===== config.mk =====
export PLATFORM = sky130hd
export DESIGN_NAME = hsi_host_if
export DESIGN_NICKNAME = d
export VERILOG_FILES = /design/src/core/hsi_host_if.v
export VERILOG_INCLUDE_DIRS = /design/src /design/src/core
export SDC_FILE = /design/constraint.sdc
export NUM_CORES = 1
export LEC_CHECK = 0
export ABC_CLOCK_PERIOD_IN_PS = 3900
export BUFFER_PORTS_ARGS = -buffer_cell sky130_fd_sc_hd__buf_2
export CAP_MARGIN = 5
export CORE_UTILIZATION = 58
export CTS_CLUSTER_SIZE = 25
export DETAILED_ROUTE_END_ITERATION = 6
export PLACE_DENSITY = 0.85
export SLEW_MARGIN = 0
export SYNTH_ARGS = -nofsm -noshare
export SYNTH_HDL_FRONTEND = slang
export SYNTH_SLANG_ARGS = --single-unit

===== constraint.sdc =====
create_clock -name CLK_IN -period 3.9 [get_ports CLK_IN]
set_input_delay 0.39 -clock CLK_IN [delete_from_list [all_inputs] [get_ports CLK_IN]]
set_output_delay 0.39 -clock CLK_IN [all_outputs]
set_load 0.005 [all_outputs]

===== src/core/hsi_defs.vh =====
`ifndef HSI_DEFS_VH
`define HSI_DEFS_VH

// Register byte offsets
`define HSI_A_CTRL      12'h000
`define HSI_A_STATUS    12'h004
`define HSI_A_HADDR     12'h008
`define HSI_A_LADDR     12'h00C
`define HSI_A_COUNT     12'h010
`define HSI_A_DXA_ADDR  12'h014
`define HSI_A_DXA_DATA  12'h018
`define HSI_A_PSDM_DATA 12'h01C
`define HSI_A_CMD       12'h020
`define HSI_A_INT_STAT  12'h024
`define HSI_A_FAIL      12'h028
`define HSI_A_BURST     12'h02C

// Control register fields
`define HSI_C_START  0
`define HSI_C_DIR    1
`define HSI_C_BURST  2
`define HSI_C_PAREN  3
`define HSI_C_WID_LO 4
`define HSI_C_WID_HI 5
`define HSI_C_INIT   6
`define HSI_C_PSDM   7

// Host bus width codes
`define HSI_W8  2'h0
`define HSI_W16 2'h1
`define HSI_W32 2'h2

// Reset values
`define HSI_CTRL_RST  8'h24
`define HSI_BURST_RST 8'h10

// Slow clock half period in cycles, less one (the counter runs 0 to 63, so each half lasts 64 cycles)
`define HSI_SLOW_HALF 8'h3F

// Sustained rates in Mbit/s, host cycle budget at 125 MHz and 32 bits
`define HSI_DMA_MBPS   64
`define HSI_PSDM_MBPS  48
`define HSI_CLK_MHZ    125
`define HSI_DMA_BUDGET ((`HSI_CLK_MHZ * 32) / `HSI_DMA_MBPS)

`endif


===== src/core/hsi_host_if.v =====
// The register offsets and the APB register port were left to the implementer.
`timescale 1ns/100ps
//Contract
// - Check every system clock against reference clock
// - Any invalid clock enters slow-clock mode
// - Bus clock failure aborts DMA at once
// - Other clock failure completes DMA first (code stops the DMA after the current word)
// - Slow free-running clock replaces failed clocks
// - Slow-clock mode holds low-power reset
// - Odd byte parity always kept internally
// - Strap selects host bus style
// - Style A 8/16/32 bits, style B 16/32
// - Drive full 32-bit host address
// - Offer bus-master DMA, pseudo-DMA, direct I/O
// - Bulk data moves by DMA or pseudo-DMA
// - Direct I/O loads memory, carries command interrupts
// - DMA burst or cycle-steal, optional parity
// - Re-arbitrate bus automatically after each burst
// - Repeat cycle on parity/bus error, honour retry
// - DMA sustains 64 Mbit/s
// - Pseudo-DMA sustains 48 Mbit/s at 16 MHz
// - Reference clock free-runs 10 to 100 kHz
`include "hsi_defs.vh"

module hsi_host_if #(
  parameter NCLK = 3
) (
  // Clock and reset
  input  wire            CLK_IN,
  input  wire            RESETN_IN,
  // APB slave
  input  wire            PSEL_IN,
  input  wire            PENABLE_IN,
  input  wire            PWRITE_IN,
  input  wire [11:0]     PADDR_IN,
  input  wire [31:0]     PWDATA_IN,
  output reg  [31:0]     PRDATA_OUT,
  output reg             PREADY_OUT,
  output reg             PSLVERR_OUT,
  // Strap and clock supervision
  input  wire            BUS_STYLE_IN,
  input  wire            REF_CLK_IN,
  input  wire [NCLK-1:0] MON_CLK_IN,
  output reg             SLOW_MODE_OUT,
  output reg  [NCLK-1:0] CLK_SUBST_OUT,
  output reg             SLOW_CLK_OUT,
  output reg             ADP_RESET_OUT,
  // Host bus master
  output reg             HREQ_OUT,
  input  wire            HGNT_IN,
  output reg             HCYC_OUT,
  output reg             HWRITE_OUT,
  output reg  [1:0]      HSIZE_OUT,
  output reg  [31:0]     HADDR_OUT,
  output reg  [31:0]     HDATA_OUT,
  output reg  [3:0]      HPAR_OUT,
  input  wire [31:0]     HDATA_IN,
  input  wire [3:0]      HPAR_IN,
  input  wire            HACK_IN,
  input  wire            HBERR_IN,
  input  wire            HRETRY_IN,
  // Local memory side
  output reg             LOC_RD_OUT,
  output reg             LOC_WR_OUT,
  output reg  [31:0]     LOC_ADDR_OUT,
  output reg  [31:0]     LOC_WDATA_OUT,
  input  wire [31:0]     LOC_RDATA_IN,
  input  wire            LOC_ACK_IN,
  // Adapter command and status
  output reg  [15:0]     ADP_CMD_OUT,
  output reg             ADP_CMD_VALID_OUT,
  input  wire            ADP_STATUS_IN,
  output reg             HOST_INT_OUT
);

  // ---------------------------------------------------------------
  // Declarations
  // ---------------------------------------------------------------
  localparam S_IDLE  = 3'h0;
  localparam S_REQ   = 3'h1;
  localparam S_LRD   = 3'h2;
  localparam S_HCYC  = 3'h3;
  localparam S_LWR   = 3'h4;
  localparam S_NEXT  = 3'h5;
  localparam S_REARB = 3'h6;

  reg  [2:0]      state_reg;
  reg  [7:0]      ctrl_reg;
  reg  [31:0]     haddr_reg;
  reg  [31:0]     laddr_reg;
  reg  [15:0]     count_reg;
  reg  [31:0]     dxa_addr_reg;
  reg  [7:0]      burst_len_reg;
  reg  [7:0]      burst_cnt_reg;
  reg  [31:0]     buf_reg;
  reg  [3:0]      buf_par_reg;
  reg  [15:0]     retry_cnt_reg;
  reg             style_reg;
  reg             strap_done_reg;
  reg             par_err_reg;
  reg             cmd_int_reg;
  reg  [NCLK-1:0] fail_sticky_reg;
  reg  [NCLK-1:0] clk_valid_reg;
  reg  [NCLK-1:0] mon_d_reg;
  reg  [NCLK-1:0] seen_reg;
  reg             ref_d_reg;
  reg             fail_pend_reg;
  reg             dma_lsent_reg;
  reg             apb_lsent_reg;
  reg             owner_apb_reg;
  reg  [7:0]      slow_cnt_reg;

  wire            ref_edge = REF_CLK_IN & ~ref_d_reg;
  wire [NCLK-1:0] mon_edge = MON_CLK_IN ^ mon_d_reg;
  wire            bus_clk_bad = ~clk_valid_reg[0];
  wire            access = PSEL_IN & PENABLE_IN & ~PREADY_OUT;
  wire            is_dxa = (PADDR_IN == `HSI_A_DXA_DATA);
  wire            is_psdm = (PADDR_IN == `HSI_A_PSDM_DATA);
  wire            loc_busy = LOC_RD_OUT | LOC_WR_OUT;
  wire            dma_loc = (state_reg == S_LRD) | (state_reg == S_LWR);
  wire [1:0]      wid = ctrl_reg[`HSI_C_WID_HI:`HSI_C_WID_LO];
  // Style B has no 8-bit variant: an 8-bit request runs as 16 bits
  wire [1:0]      eff_wid = (style_reg && wid == `HSI_W8) ? `HSI_W16 :
                            (wid > `HSI_W32) ? `HSI_W32 : wid;
  wire [31:0]     step = (eff_wid == `HSI_W8)  ? 32'h00000001 :
                         (eff_wid == `HSI_W16) ? 32'h00000002 : 32'h00000004;
  wire [31:0]     hdata_le = style_reg ? swap(HDATA_IN) : HDATA_IN;
  wire            host_par_bad = ctrl_reg[`HSI_C_PAREN] &
                                 (HPAR_IN != (style_reg ? swap_par(par4(HDATA_IN)) :
                                  par4(HDATA_IN)));

  // ---------------------------------------------------------------
  // Helpers
  // ---------------------------------------------------------------
  // Odd parity, one bit per byte
  function [3:0] par4;
    input [31:0] d;
    begin
      par4 = {~^d[31:24], ~^d[23:16], ~^d[15:8], ~^d[7:0]};
    end
  endfunction

  // Style B places the most significant byte at the lowest address
  function [31:0] swap;
    input [31:0] d;
    begin
      swap = {d[7:0], d[15:8], d[23:16], d[31:24]};
    end
  endfunction

  function [3:0] swap_par;
    input [3:0] p;
    begin
      swap_par = {p[0], p[1], p[2], p[3]};
    end
  endfunction

  // ---------------------------------------------------------------
  // Clock supervision and slow-clock mode
  // ---------------------------------------------------------------
  always @(posedge CLK_IN or negedge RESETN_IN) begin
    if (!RESETN_IN) begin
      ref_d_reg       <= 1'b0;
      mon_d_reg       <= {NCLK{1'b0}};
      seen_reg        <= {NCLK{1'b0}};
      clk_valid_reg   <= {NCLK{1'b1}};
      fail_pend_reg   <= 1'b0;
      SLOW_MODE_OUT   <= 1'b0;
      CLK_SUBST_OUT   <= {NCLK{1'b0}};
      ADP_RESET_OUT   <= 1'b1;
      slow_cnt_reg    <= 8'h00;
      SLOW_CLK_OUT    <= 1'b0;
      style_reg       <= 1'b0;
      strap_done_reg  <= 1'b0;
    end else begin
      // Strap caught once after reset release
      if (!strap_done_reg) begin
        style_reg      <= BUS_STYLE_IN;
        strap_done_reg <= 1'b1;
      end
      ADP_RESET_OUT <= SLOW_MODE_OUT | ~strap_done_reg;
      ref_d_reg <= REF_CLK_IN;
      mon_d_reg <= MON_CLK_IN;
      // Each reference period every clock must show at least one edge
      if (ref_edge) begin
        clk_valid_reg <= seen_reg | mon_edge;
        seen_reg      <= {NCLK{1'b0}};
      end else begin
        seen_reg <= seen_reg | mon_edge;
      end
      if (~&clk_valid_reg)
        fail_pend_reg <= 1'b1;
      // Bus clock loss enters at once, others wait for the current DMA word to end
      if (fail_pend_reg && !SLOW_MODE_OUT &&
          (bus_clk_bad || state_reg == S_IDLE)) begin
        SLOW_MODE_OUT <= 1'b1;
        ADP_RESET_OUT <= 1'b1;
        CLK_SUBST_OUT <= ~clk_valid_reg;
      end
      if (SLOW_MODE_OUT)
        CLK_SUBST_OUT <= ~clk_valid_reg;
      // Leave only on host re-init with all clocks good
      if (SLOW_MODE_OUT && access && PWRITE_IN && PADDR_IN == `HSI_A_CTRL &&
          PWDATA_IN[`HSI_C_INIT] && (&clk_valid_reg)) begin
        SLOW_MODE_OUT <= 1'b0;
        fail_pend_reg <= 1'b0;
        CLK_SUBST_OUT <= {NCLK{1'b0}};
      end
      // Free-running slow clock
      if (slow_cnt_reg == `HSI_SLOW_HALF) begin
        slow_cnt_reg <= 8'h00;
        SLOW_CLK_OUT <= ~SLOW_CLK_OUT;
      end else begin
        slow_cnt_reg <= slow_cnt_reg + 8'h01;
      end
    end
  end

  // ---------------------------------------------------------------
  // DMA engine, local port and APB registers
  // ---------------------------------------------------------------
  always @(posedge CLK_IN or negedge RESETN_IN) begin
    if (!RESETN_IN) begin
      state_reg         <= S_IDLE;
      ctrl_reg          <= `HSI_CTRL_RST;
      haddr_reg         <= 32'h00000000;
      laddr_reg         <= 32'h00000000;
      count_reg         <= 16'h0000;
      dxa_addr_reg      <= 32'h00000000;
      burst_len_reg     <= `HSI_BURST_RST;
      burst_cnt_reg     <= 8'h00;
      buf_reg           <= 32'h00000000;
      buf_par_reg       <= 4'hF;
      retry_cnt_reg     <= 16'h0000;
      par_err_reg       <= 1'b0;
      cmd_int_reg       <= 1'b0;
      fail_sticky_reg   <= {NCLK{1'b0}};
      dma_lsent_reg     <= 1'b0;
      apb_lsent_reg     <= 1'b0;
      owner_apb_reg     <= 1'b0;
      HREQ_OUT          <= 1'b0;
      HCYC_OUT          <= 1'b0;
      HWRITE_OUT        <= 1'b0;
      HSIZE_OUT         <= `HSI_W32;
      HADDR_OUT         <= 32'h00000000;
      HDATA_OUT         <= 32'h00000000;
      HPAR_OUT          <= 4'hF;
      LOC_RD_OUT        <= 1'b0;
      LOC_WR_OUT        <= 1'b0;
      LOC_ADDR_OUT      <= 32'h00000000;
      LOC_WDATA_OUT     <= 32'h00000000;
      ADP_CMD_OUT       <= 16'h0000;
      ADP_CMD_VALID_OUT <= 1'b0;
      HOST_INT_OUT      <= 1'b0;
      PRDATA_OUT        <= 32'h00000000;
      PREADY_OUT        <= 1'b0;
      PSLVERR_OUT       <= 1'b0;
    end else begin
      ADP_CMD_VALID_OUT <= 1'b0;
      PREADY_OUT        <= 1'b0;
      PSLVERR_OUT       <= 1'b0;
      HOST_INT_OUT      <= cmd_int_reg;
      fail_sticky_reg   <= fail_sticky_reg | ~clk_valid_reg;
      if (LOC_ACK_IN) begin
        LOC_RD_OUT <= 1'b0;
        LOC_WR_OUT <= 1'b0;
      end

      // DMA state machine
      case (state_reg)
        S_IDLE: begin
          burst_cnt_reg <= 8'h00;
          if (ctrl_reg[`HSI_C_START] && count_reg != 16'h0000 && !fail_pend_reg) begin
            state_reg <= S_REQ;
            HREQ_OUT  <= 1'b1;
          end
          ctrl_reg[`HSI_C_START] <= 1'b0;
        end
        S_REQ: if (HGNT_IN) begin
          state_reg <= ctrl_reg[`HSI_C_DIR] ? S_LRD : S_HCYC;
          if (!ctrl_reg[`HSI_C_DIR]) begin
            HCYC_OUT   <= 1'b1;
            HWRITE_OUT <= 1'b0;
          end
        end
        S_LRD: begin
          if (!dma_lsent_reg && !loc_busy) begin
            LOC_RD_OUT    <= 1'b1;
            LOC_ADDR_OUT  <= laddr_reg;
            owner_apb_reg <= 1'b0;
            dma_lsent_reg <= 1'b1;
          end else if (dma_lsent_reg && LOC_ACK_IN && !owner_apb_reg) begin
            buf_reg       <= LOC_RDATA_IN;
            buf_par_reg   <= par4(LOC_RDATA_IN);
            dma_lsent_reg <= 1'b0;
            state_reg     <= S_HCYC;
            HCYC_OUT      <= 1'b1;
            HWRITE_OUT    <= 1'b1;
            HDATA_OUT     <= style_reg ? swap(LOC_RDATA_IN) : LOC_RDATA_IN;
            HPAR_OUT      <= style_reg ? swap_par(par4(LOC_RDATA_IN)) :
                             par4(LOC_RDATA_IN);
          end
        end
        S_HCYC: begin
          HADDR_OUT <= haddr_reg;
          HSIZE_OUT <= eff_wid;
          if (HRETRY_IN || HBERR_IN || (HACK_IN && !HWRITE_OUT && host_par_bad)) begin
            // Cycle stays asserted and is run again
            retry_cnt_reg <= retry_cnt_reg + 16'h0001;
            if (HACK_IN && !HWRITE_OUT && host_par_bad)
              par_err_reg <= 1'b1;
          end else if (HACK_IN) begin
            HCYC_OUT <= 1'b0;
            if (HWRITE_OUT) begin
              state_reg <= S_NEXT;
            end else begin
              buf_reg     <= hdata_le;
              buf_par_reg <= par4(hdata_le);
              state_reg   <= S_LWR;
            end
          end
        end
        S_LWR: begin
          if (!dma_lsent_reg && !loc_busy) begin
            LOC_WR_OUT    <= 1'b1;
            LOC_ADDR_OUT  <= laddr_reg;
            LOC_WDATA_OUT <= buf_reg;
            owner_apb_reg <= 1'b0;
            dma_lsent_reg <= 1'b1;
          end else if (dma_lsent_reg && LOC_ACK_IN && !owner_apb_reg) begin
            dma_lsent_reg <= 1'b0;
            state_reg     <= S_NEXT;
          end
        end
        S_NEXT: begin
          // Transfers run back to back, well inside the rate budget
          haddr_reg     <= haddr_reg + step;
          laddr_reg     <= laddr_reg + 32'h00000004;
          count_reg     <= count_reg - 16'h0001;
          burst_cnt_reg <= burst_cnt_reg + 8'h01;
          if (count_reg == 16'h0001 || fail_pend_reg) begin
            state_reg <= S_IDLE;
            HREQ_OUT  <= 1'b0;
          end else if (!ctrl_reg[`HSI_C_BURST] ||
                       burst_cnt_reg + 8'h01 >= burst_len_reg) begin
            state_reg <= S_REARB;
            HREQ_OUT  <= 1'b0;
          end else begin
            state_reg <= S_REQ;
          end
        end
        S_REARB: begin
          burst_cnt_reg <= 8'h00;
          HREQ_OUT      <= 1'b1;
          state_reg     <= S_REQ;
        end
        default: state_reg <= S_IDLE;
      endcase

      // Bus clock loss or reset state drops the bus at once
      if ((fail_pend_reg && bus_clk_bad) || SLOW_MODE_OUT) begin
        state_reg     <= S_IDLE;
        HREQ_OUT      <= 1'b0;
        HCYC_OUT      <= 1'b0;
        dma_lsent_reg <= 1'b0;
      end

      // Adapter status sets the host interrupt; set beats clear
      if (access && PWRITE_IN && PADDR_IN == `HSI_A_INT_STAT) begin
        if (PWDATA_IN[0])
          cmd_int_reg <= 1'b0;
        if (PWDATA_IN[1] && !(HCYC_OUT && HACK_IN && !HWRITE_OUT && host_par_bad))
          par_err_reg <= 1'b0;
      end
      if (ADP_STATUS_IN)
        cmd_int_reg <= 1'b1;
      if (access && PWRITE_IN && PADDR_IN == `HSI_A_FAIL)
        fail_sticky_reg <= (fail_sticky_reg & ~PWDATA_IN[NCLK-1:0]) | ~clk_valid_reg;

      // APB access
      if (access && (is_dxa || (is_psdm && ctrl_reg[`HSI_C_PSDM]))) begin
        if (SLOW_MODE_OUT) begin
          PREADY_OUT  <= 1'b1;
          PSLVERR_OUT <= 1'b1;
        end else if (!apb_lsent_reg && !loc_busy && !dma_loc) begin
          LOC_RD_OUT    <= ~PWRITE_IN;
          LOC_WR_OUT    <= PWRITE_IN;
          LOC_ADDR_OUT  <= is_dxa ? dxa_addr_reg : laddr_reg;
          LOC_WDATA_OUT <= PWDATA_IN;
          owner_apb_reg <= 1'b1;
          apb_lsent_reg <= 1'b1;
        end else if (apb_lsent_reg && LOC_ACK_IN && owner_apb_reg) begin
          // Local word per host access keeps pseudo-DMA at local speed
          apb_lsent_reg <= 1'b0;
          PREADY_OUT    <= 1'b1;
          PRDATA_OUT    <= PWRITE_IN ? 32'h00000000 : LOC_RDATA_IN;
          buf_par_reg   <= par4(PWRITE_IN ? PWDATA_IN : LOC_RDATA_IN);
          if (is_dxa) begin
            dxa_addr_reg <= dxa_addr_reg + 32'h00000004;
          end else begin
            laddr_reg <= laddr_reg + 32'h00000004;
            count_reg <= count_reg - 16'h0001;
          end
        end
      end else if (access) begin
        PREADY_OUT <= 1'b1;
        PRDATA_OUT <= 32'h00000000;
        if (PWRITE_IN) begin
          case (PADDR_IN)
            `HSI_A_CTRL:     ctrl_reg      <= PWDATA_IN[7:0] & ~8'h40;
            `HSI_A_HADDR:    haddr_reg     <= PWDATA_IN;
            `HSI_A_LADDR:    laddr_reg     <= PWDATA_IN;
            `HSI_A_COUNT:    count_reg     <= PWDATA_IN[15:0];
            `HSI_A_DXA_ADDR: dxa_addr_reg  <= PWDATA_IN;
            `HSI_A_BURST:    burst_len_reg <= PWDATA_IN[7:0];
            `HSI_A_CMD: begin
              ADP_CMD_OUT       <= PWDATA_IN[15:0];
              ADP_CMD_VALID_OUT <= 1'b1;
            end
            `HSI_A_INT_STAT, `HSI_A_FAIL: ;
            default: PSLVERR_OUT <= 1'b1;
          endcase
        end else begin
          case (PADDR_IN)
            `HSI_A_CTRL:     PRDATA_OUT <= {24'h000000, ctrl_reg};
            `HSI_A_STATUS:   PRDATA_OUT <= {16'h0000, retry_cnt_reg[7:0], buf_par_reg,
                                            state_reg != S_IDLE, SLOW_MODE_OUT,
                                            fail_pend_reg, style_reg};
            `HSI_A_HADDR:    PRDATA_OUT <= haddr_reg;
            `HSI_A_LADDR:    PRDATA_OUT <= laddr_reg;
            `HSI_A_COUNT:    PRDATA_OUT <= {16'h0000, count_reg};
            `HSI_A_DXA_ADDR: PRDATA_OUT <= dxa_addr_reg;
            `HSI_A_CMD:      PRDATA_OUT <= {16'h0000, ADP_CMD_OUT};
            `HSI_A_INT_STAT: PRDATA_OUT <= {30'h00000000, par_err_reg, cmd_int_reg};
            `HSI_A_FAIL:     PRDATA_OUT <= {{(32-2*NCLK){1'b0}}, clk_valid_reg,
                                            fail_sticky_reg};
            `HSI_A_BURST:    PRDATA_OUT <= {24'h000000, burst_len_reg};
            default:         PSLVERR_OUT <= 1'b1;
          endcase
        end
      end
    end
  end

endmodule // hsi_host_if


; Word-level counts from Yosys, hierarchy flattened
; Index checks and enable logic that the tools add are counted.
[totals]
register_bits = 416
out_inout_bits = 197
wordCells = 393
[classes]
addsub = 7
magnitude_cmp = 2
n_eq_ne = 43
n_mux = 168
bitwise_logic = 23
reduce_logical = 103
[op_table]
columns = operator, count
row1 = 2-to-1 mux 32 bit, 48
row2 = one-hot mux 32 bit (10 select lines), 1
row3 = 2-to-1 mux 16 bit, 9
row4 = XNOR reduction 8 bit, 16
row5 = 2-to-1 mux 1 bit, 71
row6 = "adder 32 x 3 -> 32 bit, second input constant", 2
row7 = one-hot mux 32 bit (2 select lines), 1
row8 = 2-to-1 mux 3 bit, 18
row9 = "equality test 12 x 5 -> 1 bit, second input constant", 4
row10 = "equality test 12 x 6 -> 1 bit, second input constant", 4
row11 = 2-to-1 mux 4 bit, 11
row12 = adder 32 x 3 -> 32 bit, 1
row13 = logical AND 1 bit, 29
row14 = "equality test 12 x 4 -> 1 bit, second input constant", 2
row15 = nonzero test 2 bit, 11
row16 = one-hot mux 3 bit (7 select lines), 1
row17 = "inequality test 2 bit, second input constant", 9
row18 = "adder 16 x 1 -> 16 bit, second input constant", 1
row19 = "adder 8 x 1 -> 8 bit, second input constant", 2
row20 = "equality test 16 x 1 -> 1 bit, second input constant", 1
row21 = one-hot mux 8 bit (2 select lines), 1
row22 = AND reduction 4 bit, 4
row23 = nonzero test 16 bit, 1
row24 = "subtractor 16 x 1 -> 16 bit, second input constant", 1
row25 = 42 further kinds, 97

; Logic depth before layout (Yosys ltp)
[depth]
ltp_word = 12
mapped_depth = 14
ltp_nobuf = 12

; Worst setup path before layout
; No wires, ideal clock.
[synth_timing]
path_kind = register -> register
from = reg style_reg
to = reg haddr_reg[20]
setup_ps = 77
t_arrival_ps = 2966
t_required_ps = 3823
slack_ps = 856
stages_incl_launch_ff = 14
synth_period_minus_slack_ps = 3044
cell_sequence = dfrtp_1 -> clkbuf_1 -> clkbuf_1 -> buf_1 -> nor3_1 -> ha_1 -> inv_1 -> fa_1 -> nor2b_1 -> o21ai_0 -> nor4_1 -> nand3_1 -> xor2_1 -> a21oi_1
[synth_between]
elab_chain_len = 11
word_cells_on_any_way = 12
cone_classes = add/sub: 1 / eq/ne: 1 / mux: 8 / reduce/logical: 2
[synth_lines]
columns = element, line
row1 = from (decl), hsi_host_if.v:98  ; reg style_reg;
row2 = from (signal assigned), hsi_host_if.v:173  ; style_reg <= 1'b0;
row3 = from (signal assigned), hsi_host_if.v:178  ; style_reg <= BUS_STYLE_IN;
row4 = logical AND 1 bit (no source line) (*), --
row5 = 2-to-1 mux 2 bit (*), hsi_host_if.v:123  ; wire [1:0] eff_wid = (style_reg && wid == `HSI_W8) ? `HSI_W16 :
row6 = equality test 2 x 1 -> 1 bit (no source line), --
row7 = 2-to-1 mux 3 bit, hsi_host_if.v:126  ; (eff_wid == `HSI_W16) ? 32'h00000002 : 32'h00000004;
row8 = 2-to-1 mux 3 bit (*), hsi_host_if.v:125  ; wire [31:0] step = (eff_wid == `HSI_W8) ? 32'h00000001 :
row9 = adder 32 x 3 -> 32 bit (*), hsi_host_if.v:337  ; haddr_reg <= haddr_reg + step;
row10 = 2-to-1 mux 32 bit (*), hsi_host_if.v:270  ; case (state_reg)
row11 = 2-to-1 mux 32 bit, hsi_host_if.v:409  ; case (PADDR_IN)
row12 = 2-to-1 mux 32 bit, hsi_host_if.v:408  ; if (PWRITE_IN) begin
row13 = 2-to-1 mux 32 bit, hsi_host_if.v:405  ; end else if (access) begin
row14 = 2-to-1 mux 32 bit (*), hsi_host_if.v:381  ; if (access && (is_dxa || (is_psdm && ctrl_reg[`HSI_C_PSDM]))) begin
row15 = to (signal assigned), hsi_host_if.v:337
row16 = to (decl), hsi_host_if.v:89  ; reg [31:0] haddr_reg;
; Mark *: on every way between the ends. The rest lies on a longest branch, timed or not.
; A chain may end at the register's enable or synchronous reset.

; Final worst setup path
[layout_timing]
from = reg state_reg[1]
to = reg LOC_ADDR_OUT[27]
[layout_between]
elab_chain_len = 7
word_cells_on_any_way = 10
cone_classes = eq/ne: 2 / mux: 4 / bitwise: 1 / reduce/logical: 3
[layout_lines]
columns = element, line
row1 = from (decl), hsi_host_if.v:87  ; reg [2:0] state_reg;
row2 = from (signal assigned), hsi_host_if.v:280  ; state_reg <= ctrl_reg[`HSI_C_DIR] ? S_LRD : S_HCYC;
row3 = equality test 3 x 2 -> 1 bit / equality test 3 bit (equally long branches), "hsi_host_if.v:120, hsi_host_if.v:270"
row4 = OR 1 bit, hsi_host_if.v:120  ; wire dma_loc = (state_reg == S_LRD) | (state_reg == S_LWR);
row5 = logical NOT 1 bit, hsi_host_if.v:385  ; end else if (!apb_lsent_reg && !loc_busy && !dma_loc) begin
row6 = logical AND 1 bit, hsi_host_if.v:385
row7 = 2-to-1 mux 32 bit, hsi_host_if.v:385
row8 = 2-to-1 mux 32 bit, hsi_host_if.v:382  ; if (SLOW_MODE_OUT) begin
row9 = 2-to-1 mux 32 bit (*), hsi_host_if.v:381
row10 = to (signal assigned), hsi_host_if.v:289  ; LOC_ADDR_OUT <= laddr_reg;
row11 = to (signal assigned), hsi_host_if.v:326  ; LOC_ADDR_OUT <= laddr_reg;
row12 = to (signal assigned), hsi_host_if.v:388  ; LOC_ADDR_OUT <= is_dxa ? dxa_addr_reg : laddr_reg;
row13 = to (decl), hsi_host_if.v:65  ; output reg [31:0] LOC_ADDR_OUT,
; Marked as above.

==> impl_metrics.json <==
{
  "synth_top_flop_cell": "sky130_fd_sc_hd__dfrtp_1",
  "worstRegToRegCells": 8,
  "final-instance-count-excl-fill": 3263,
  "cts-hold-fix-buffers": 6,
  "grtUsageTotal": 0.4169,
  "r2r_startpoint": "state_reg[1]$_DFFE_PN0P_",
  "internal_power_uw": 6899,
  "post_synth_instance_area_sq_mm": 0.02218,
  "core-area_sq_mm": 0.03767,
  "postCtsResizedCells": 0,
  "unrepaired_setup_endpoints_after_global_routing": "false",
  "cellLeakagePower_uw": 0.01173,
  "synth_area_leaders": "sky130_fd_sc_hd__dfrtp_1 44%, sky130_fd_sc_hd__nand2_1 6.5%, sky130_fd_sc_hd__mux2i_1 5.1%",
  "fmaxAchievable_mhz": 325.4,
  "p_per_area_mw_per_mm2": 362.1,
  "die_h_microns": 197.6,
  "place.port_buffers": 324,
  "yosysMostFrequentCell": "sky130_fd_sc_hd__dfrtp_1",
  "cts_h_tree_depth": 2,
  "critical_path.slowest_cell": "sky130_fd_sc_hd__or4_2",
  "dp_cells": 3174,
  "grt_start_max_net_pins": 116,
  "final.setup.worst_slack_ns": 0.8267,
  "clock_latency_ns": 0.58,
  "num_vias": 21350,
  "drt-initial-drc-count": 2944,
  "antenna_found_initial": 2,
  "critical_path_required_ns": 4.40,
  "dieArea_sq_mm": 0.03903,
  "ys_seq_area_frac": 0.4612,
  "final_core_util": 0.6809,
  "period_needed_ns": 3.073,
  "critPathBufInv": 1,
  "synth_top_area_share": 0.4422,
  "detail_route.wl_per_cell_microns": 24.86,
  "fin_worst_skew_ns": 0.01243,
  "drt_first_pass_iters": 7,
  "max_slew.worst_pin.slew_ns": 1.151,
  "cts.path.max_buffers": 3,
  "r2r_end": "LOC_ADDR_OUT[27]$_DFF_PN0_",
  "worstSetupEndpointType": "flop",
  "final_layout_size_suffix_gt1_frac": 0.1996,
  "drc": 52,
  "worst_relative_slew_slack": 0.2297,
  "worstSetupStartpointType": "flop",
  "async_flop_share": 1.000,
  "postCtsSetupRepairBufs": 0,
  "path_common_cell": "sky130_fd_sc_hd__nor2_1",
  "timing.final.hold_violations": 0,
  "fin_setup_tns_ns": 0,
  "clkTransAtPathRegs_ns": 0.06,
  "synth-edff-count": 0,
  "synth_top_area_cell": "sky130_fd_sc_hd__dfrtp_1",
  "io-pin-count": 325,
  "comb_power_share": 0.094,
  "place_ws_ns": 0.7265,
  "worst_path_dominant_cell_family": "simple AND/OR/NAND/NOR gates",
  "report.final.slew_viol_count": 0,
  "synthesis.instances": 2457,
  "path_cells": "xnor2_1, o211ai_1, or4_2, or3_1, nand2_1, buf_4, nor2_1, nor2_1",
  "detail_route.wirelength_microns": 81110,
  "globalplace.congestion": 0.9993,
  "place.detailed.hpwl_microns": 58750,
  "ant_nets": 0,
  "nNetsFinal": 2862,
  "worstSetupPathType": "flop to flop",
  "grt.overflow.total": 0,
  "cts_tree": "done",
  "p_switching_uw": 2388,
  "post_synthesis_net_count": 2604,
  "clock-root-buffer": "sky130_fd_sc_hd__clkbuf_16",
  "yosys_warnings": 0,
  "initial_core_util": 0.5889,
  "worstPathArrival_ns": 3.57,
  "worst_hold_endpoint": "style_reg$_DFFE_PN0N_",
  "power_frac_clock": 0.444,
  "finalCritPeriodShare": 0.7880,
  "grt_pass1_wl_microns": 122500,
  "timing.reg2reg.setup_slack_ns": 0.83,
  "maxCapViolations": 0,
  "post_detailed_route_via_to_cell_ratio": 6.544,
  "row_count": 71,
  "vdd_drop_max_mv": 0.2712,
  "worstHoldPathType": "primary input to flop",
  "die-width_microns": 197.6,
  "synthesis.area_per_instance_sq_um": 9.028,
  "sw_frac_of_total": 0.2571,
  "final.hold.worst_slack_ns": 0.1092,
  "filler_cell_count": 3040,
  "setup_violations": 0,
  "grt_pass1_vias": 20380,
  "worstHoldPathCells": 2,
  "area_growth_syn_to_layout_pct": 15.61,
  "cp_slowest_stage_delay_ns": 0.77,
  "outcome": "finished, violations left",
  "share_seq_of_total_power": 0.462,
  "highest_net_fanout_along_the_worst_path": 30,
  "cts_made_buffers": 44,
  "synth_top_cells_by_count": "392 x sky130_fd_sc_hd__dfrtp_1, 385 x sky130_fd_sc_hd__nand2_1, 265 x sky130_fd_sc_hd__nor2_1",
  "violations_in_the_final_reports": "design-rule violations",
  "cts.sink_count": 408,
  "count_of_cell_types_in_the_netlist": 75,
  "launch_instance_of_the_worst_min_delay_path": "BUS_STYLE_IN",
  "ys_seq_elements": 408
}
metal layers:
metal  track usage  routed length, microns  vias up  part of all wire
li1              -                       -     9225                 -
met4        0.2136                    4646        0             0.057
met3        0.1299                   11100      337              0.14
met2        0.6158                   34940     1532              0.43
met1        0.5519                   30420    10260              0.38
met5             0                       0        -                 0
worst max path at each step:
stage                                  start  slack [ns]                          to  depth (start not counted)
floorplan              style_reg$_DFFE_PN0N_        0.86     haddr_reg[20]$_DFF_PN0_                         13
global placement                 PADDR_IN[4]        0.76  LOC_ADDR_OUT[12]$_DFF_PN0_                          9
detailed placement               PADDR_IN[7]        0.73     count_reg[11]$_DFF_PN0_                         10
CTS                 state_reg[1]$_DFFE_PN0P_        0.89  LOC_ADDR_OUT[12]$_DFF_PN0_                          8
global route           style_reg$_DFFE_PN0N_        0.56     haddr_reg[30]$_DFF_PN0_                         11
finish              state_reg[1]$_DFFE_PN0P_        0.83  LOC_ADDR_OUT[27]$_DFF_PN0_                          8
through the flow:
stage / area, sq um / total power [uW]
final: 25650 / 9286
after global routing: 25650 / 9508
after CTS: 25640 / 9269
after detailed placement: 24200 / 5211
after global placement: 24200 / 5194
after floorplan: 22180 / 4793
layout make-up:
class | instances | area, sq um | area share
antenna | 2 | 5.005 | 0.0001952
clock buffer | 69 | 1286 | 0.05015
clock inverter | 12 | 96.34 | 0.003757
inverter | 27 | 101.3 | 0.003952
multi-input combinational | 1861 | 11220 | 0.4375
sequential | 408 | 10230 | 0.3990
tap | 511 | 639.4 | 0.02493
timing repair buffer | 373 | 2064 | 0.08050
cell families after synthesis:
kind of cell | share of synthesized area
compound gates | 0.1800
xor+xnor | 0.06594
fa+ha+maj | 0.01106
buf+inv | 0.03497
flops | 0.4612
mux | 0.07225
other cells | 0.0001691
simple gates | 0.1745
power groups by stage:
stage                     logic, uW  clock network [uW]  registers [uW]
after floorplan                 440                   0            4350
after global placement          833                   0            4360
after detailed placement        849                   0            4360
final                           875                4120            4290
after global routing            920                4300            4290
after CTS                       858                4130            4290
worst reg2reg max path, cell delays in order, from the launching register on:
cell and delay (ns):
sky130_fd_sc_hd__dfrtp_1 0.76, sky130_fd_sc_hd__xnor2_1 0.22, sky130_fd_sc_hd__o211ai_1 0.17, sky130_fd_sc_hd__or4_2 0.77
sky130_fd_sc_hd__or3_1 0.40, sky130_fd_sc_hd__nand2_1 0.08, sky130_fd_sc_hd__buf_4 0.34, sky130_fd_sc_hd__nor2_1 0.13
sky130_fd_sc_hd__nor2_1 0.11
placed cells by master (no fill, tap or decap), types with 8 or more instances in the layout:
cell type / count
sky130_fd_sc_hd__a21oi_1: 193
sky130_fd_sc_hd__a222oi_1: 20
sky130_fd_sc_hd__a22o_1: 8
sky130_fd_sc_hd__a22oi_1: 36
sky130_fd_sc_hd__a31oi_1: 21
sky130_fd_sc_hd__and2_1: 10
sky130_fd_sc_hd__and3_1: 35
sky130_fd_sc_hd__buf_2: 323
sky130_fd_sc_hd__buf_4: 39
sky130_fd_sc_hd__clkbuf_1: 17
sky130_fd_sc_hd__clkbuf_16: 45
sky130_fd_sc_hd__clkinv_2: 8
sky130_fd_sc_hd__dfrtp_1: 391
sky130_fd_sc_hd__dfstp_2: 16
sky130_fd_sc_hd__ha_1: 18
sky130_fd_sc_hd__inv_1: 27
sky130_fd_sc_hd__mux2_2: 36
sky130_fd_sc_hd__mux2i_1: 114
sky130_fd_sc_hd__nand2_1: 383
sky130_fd_sc_hd__nand2b_1: 10
sky130_fd_sc_hd__nand3_1: 67
sky130_fd_sc_hd__nand4_1: 18
sky130_fd_sc_hd__nor2_1: 262
sky130_fd_sc_hd__nor2b_1: 11
sky130_fd_sc_hd__nor3_1: 26
sky130_fd_sc_hd__nor4_1: 11
sky130_fd_sc_hd__o211ai_1: 14
sky130_fd_sc_hd__o21ai_0: 149
sky130_fd_sc_hd__o21ai_1: 46
sky130_fd_sc_hd__o221a_2: 31
sky130_fd_sc_hd__o22ai_1: 51
sky130_fd_sc_hd__or3_1: 9
sky130_fd_sc_hd__xnor2_1: 107
sky130_fd_sc_hd__xor2_1: 60
Power figures use the tool's default switching activity.
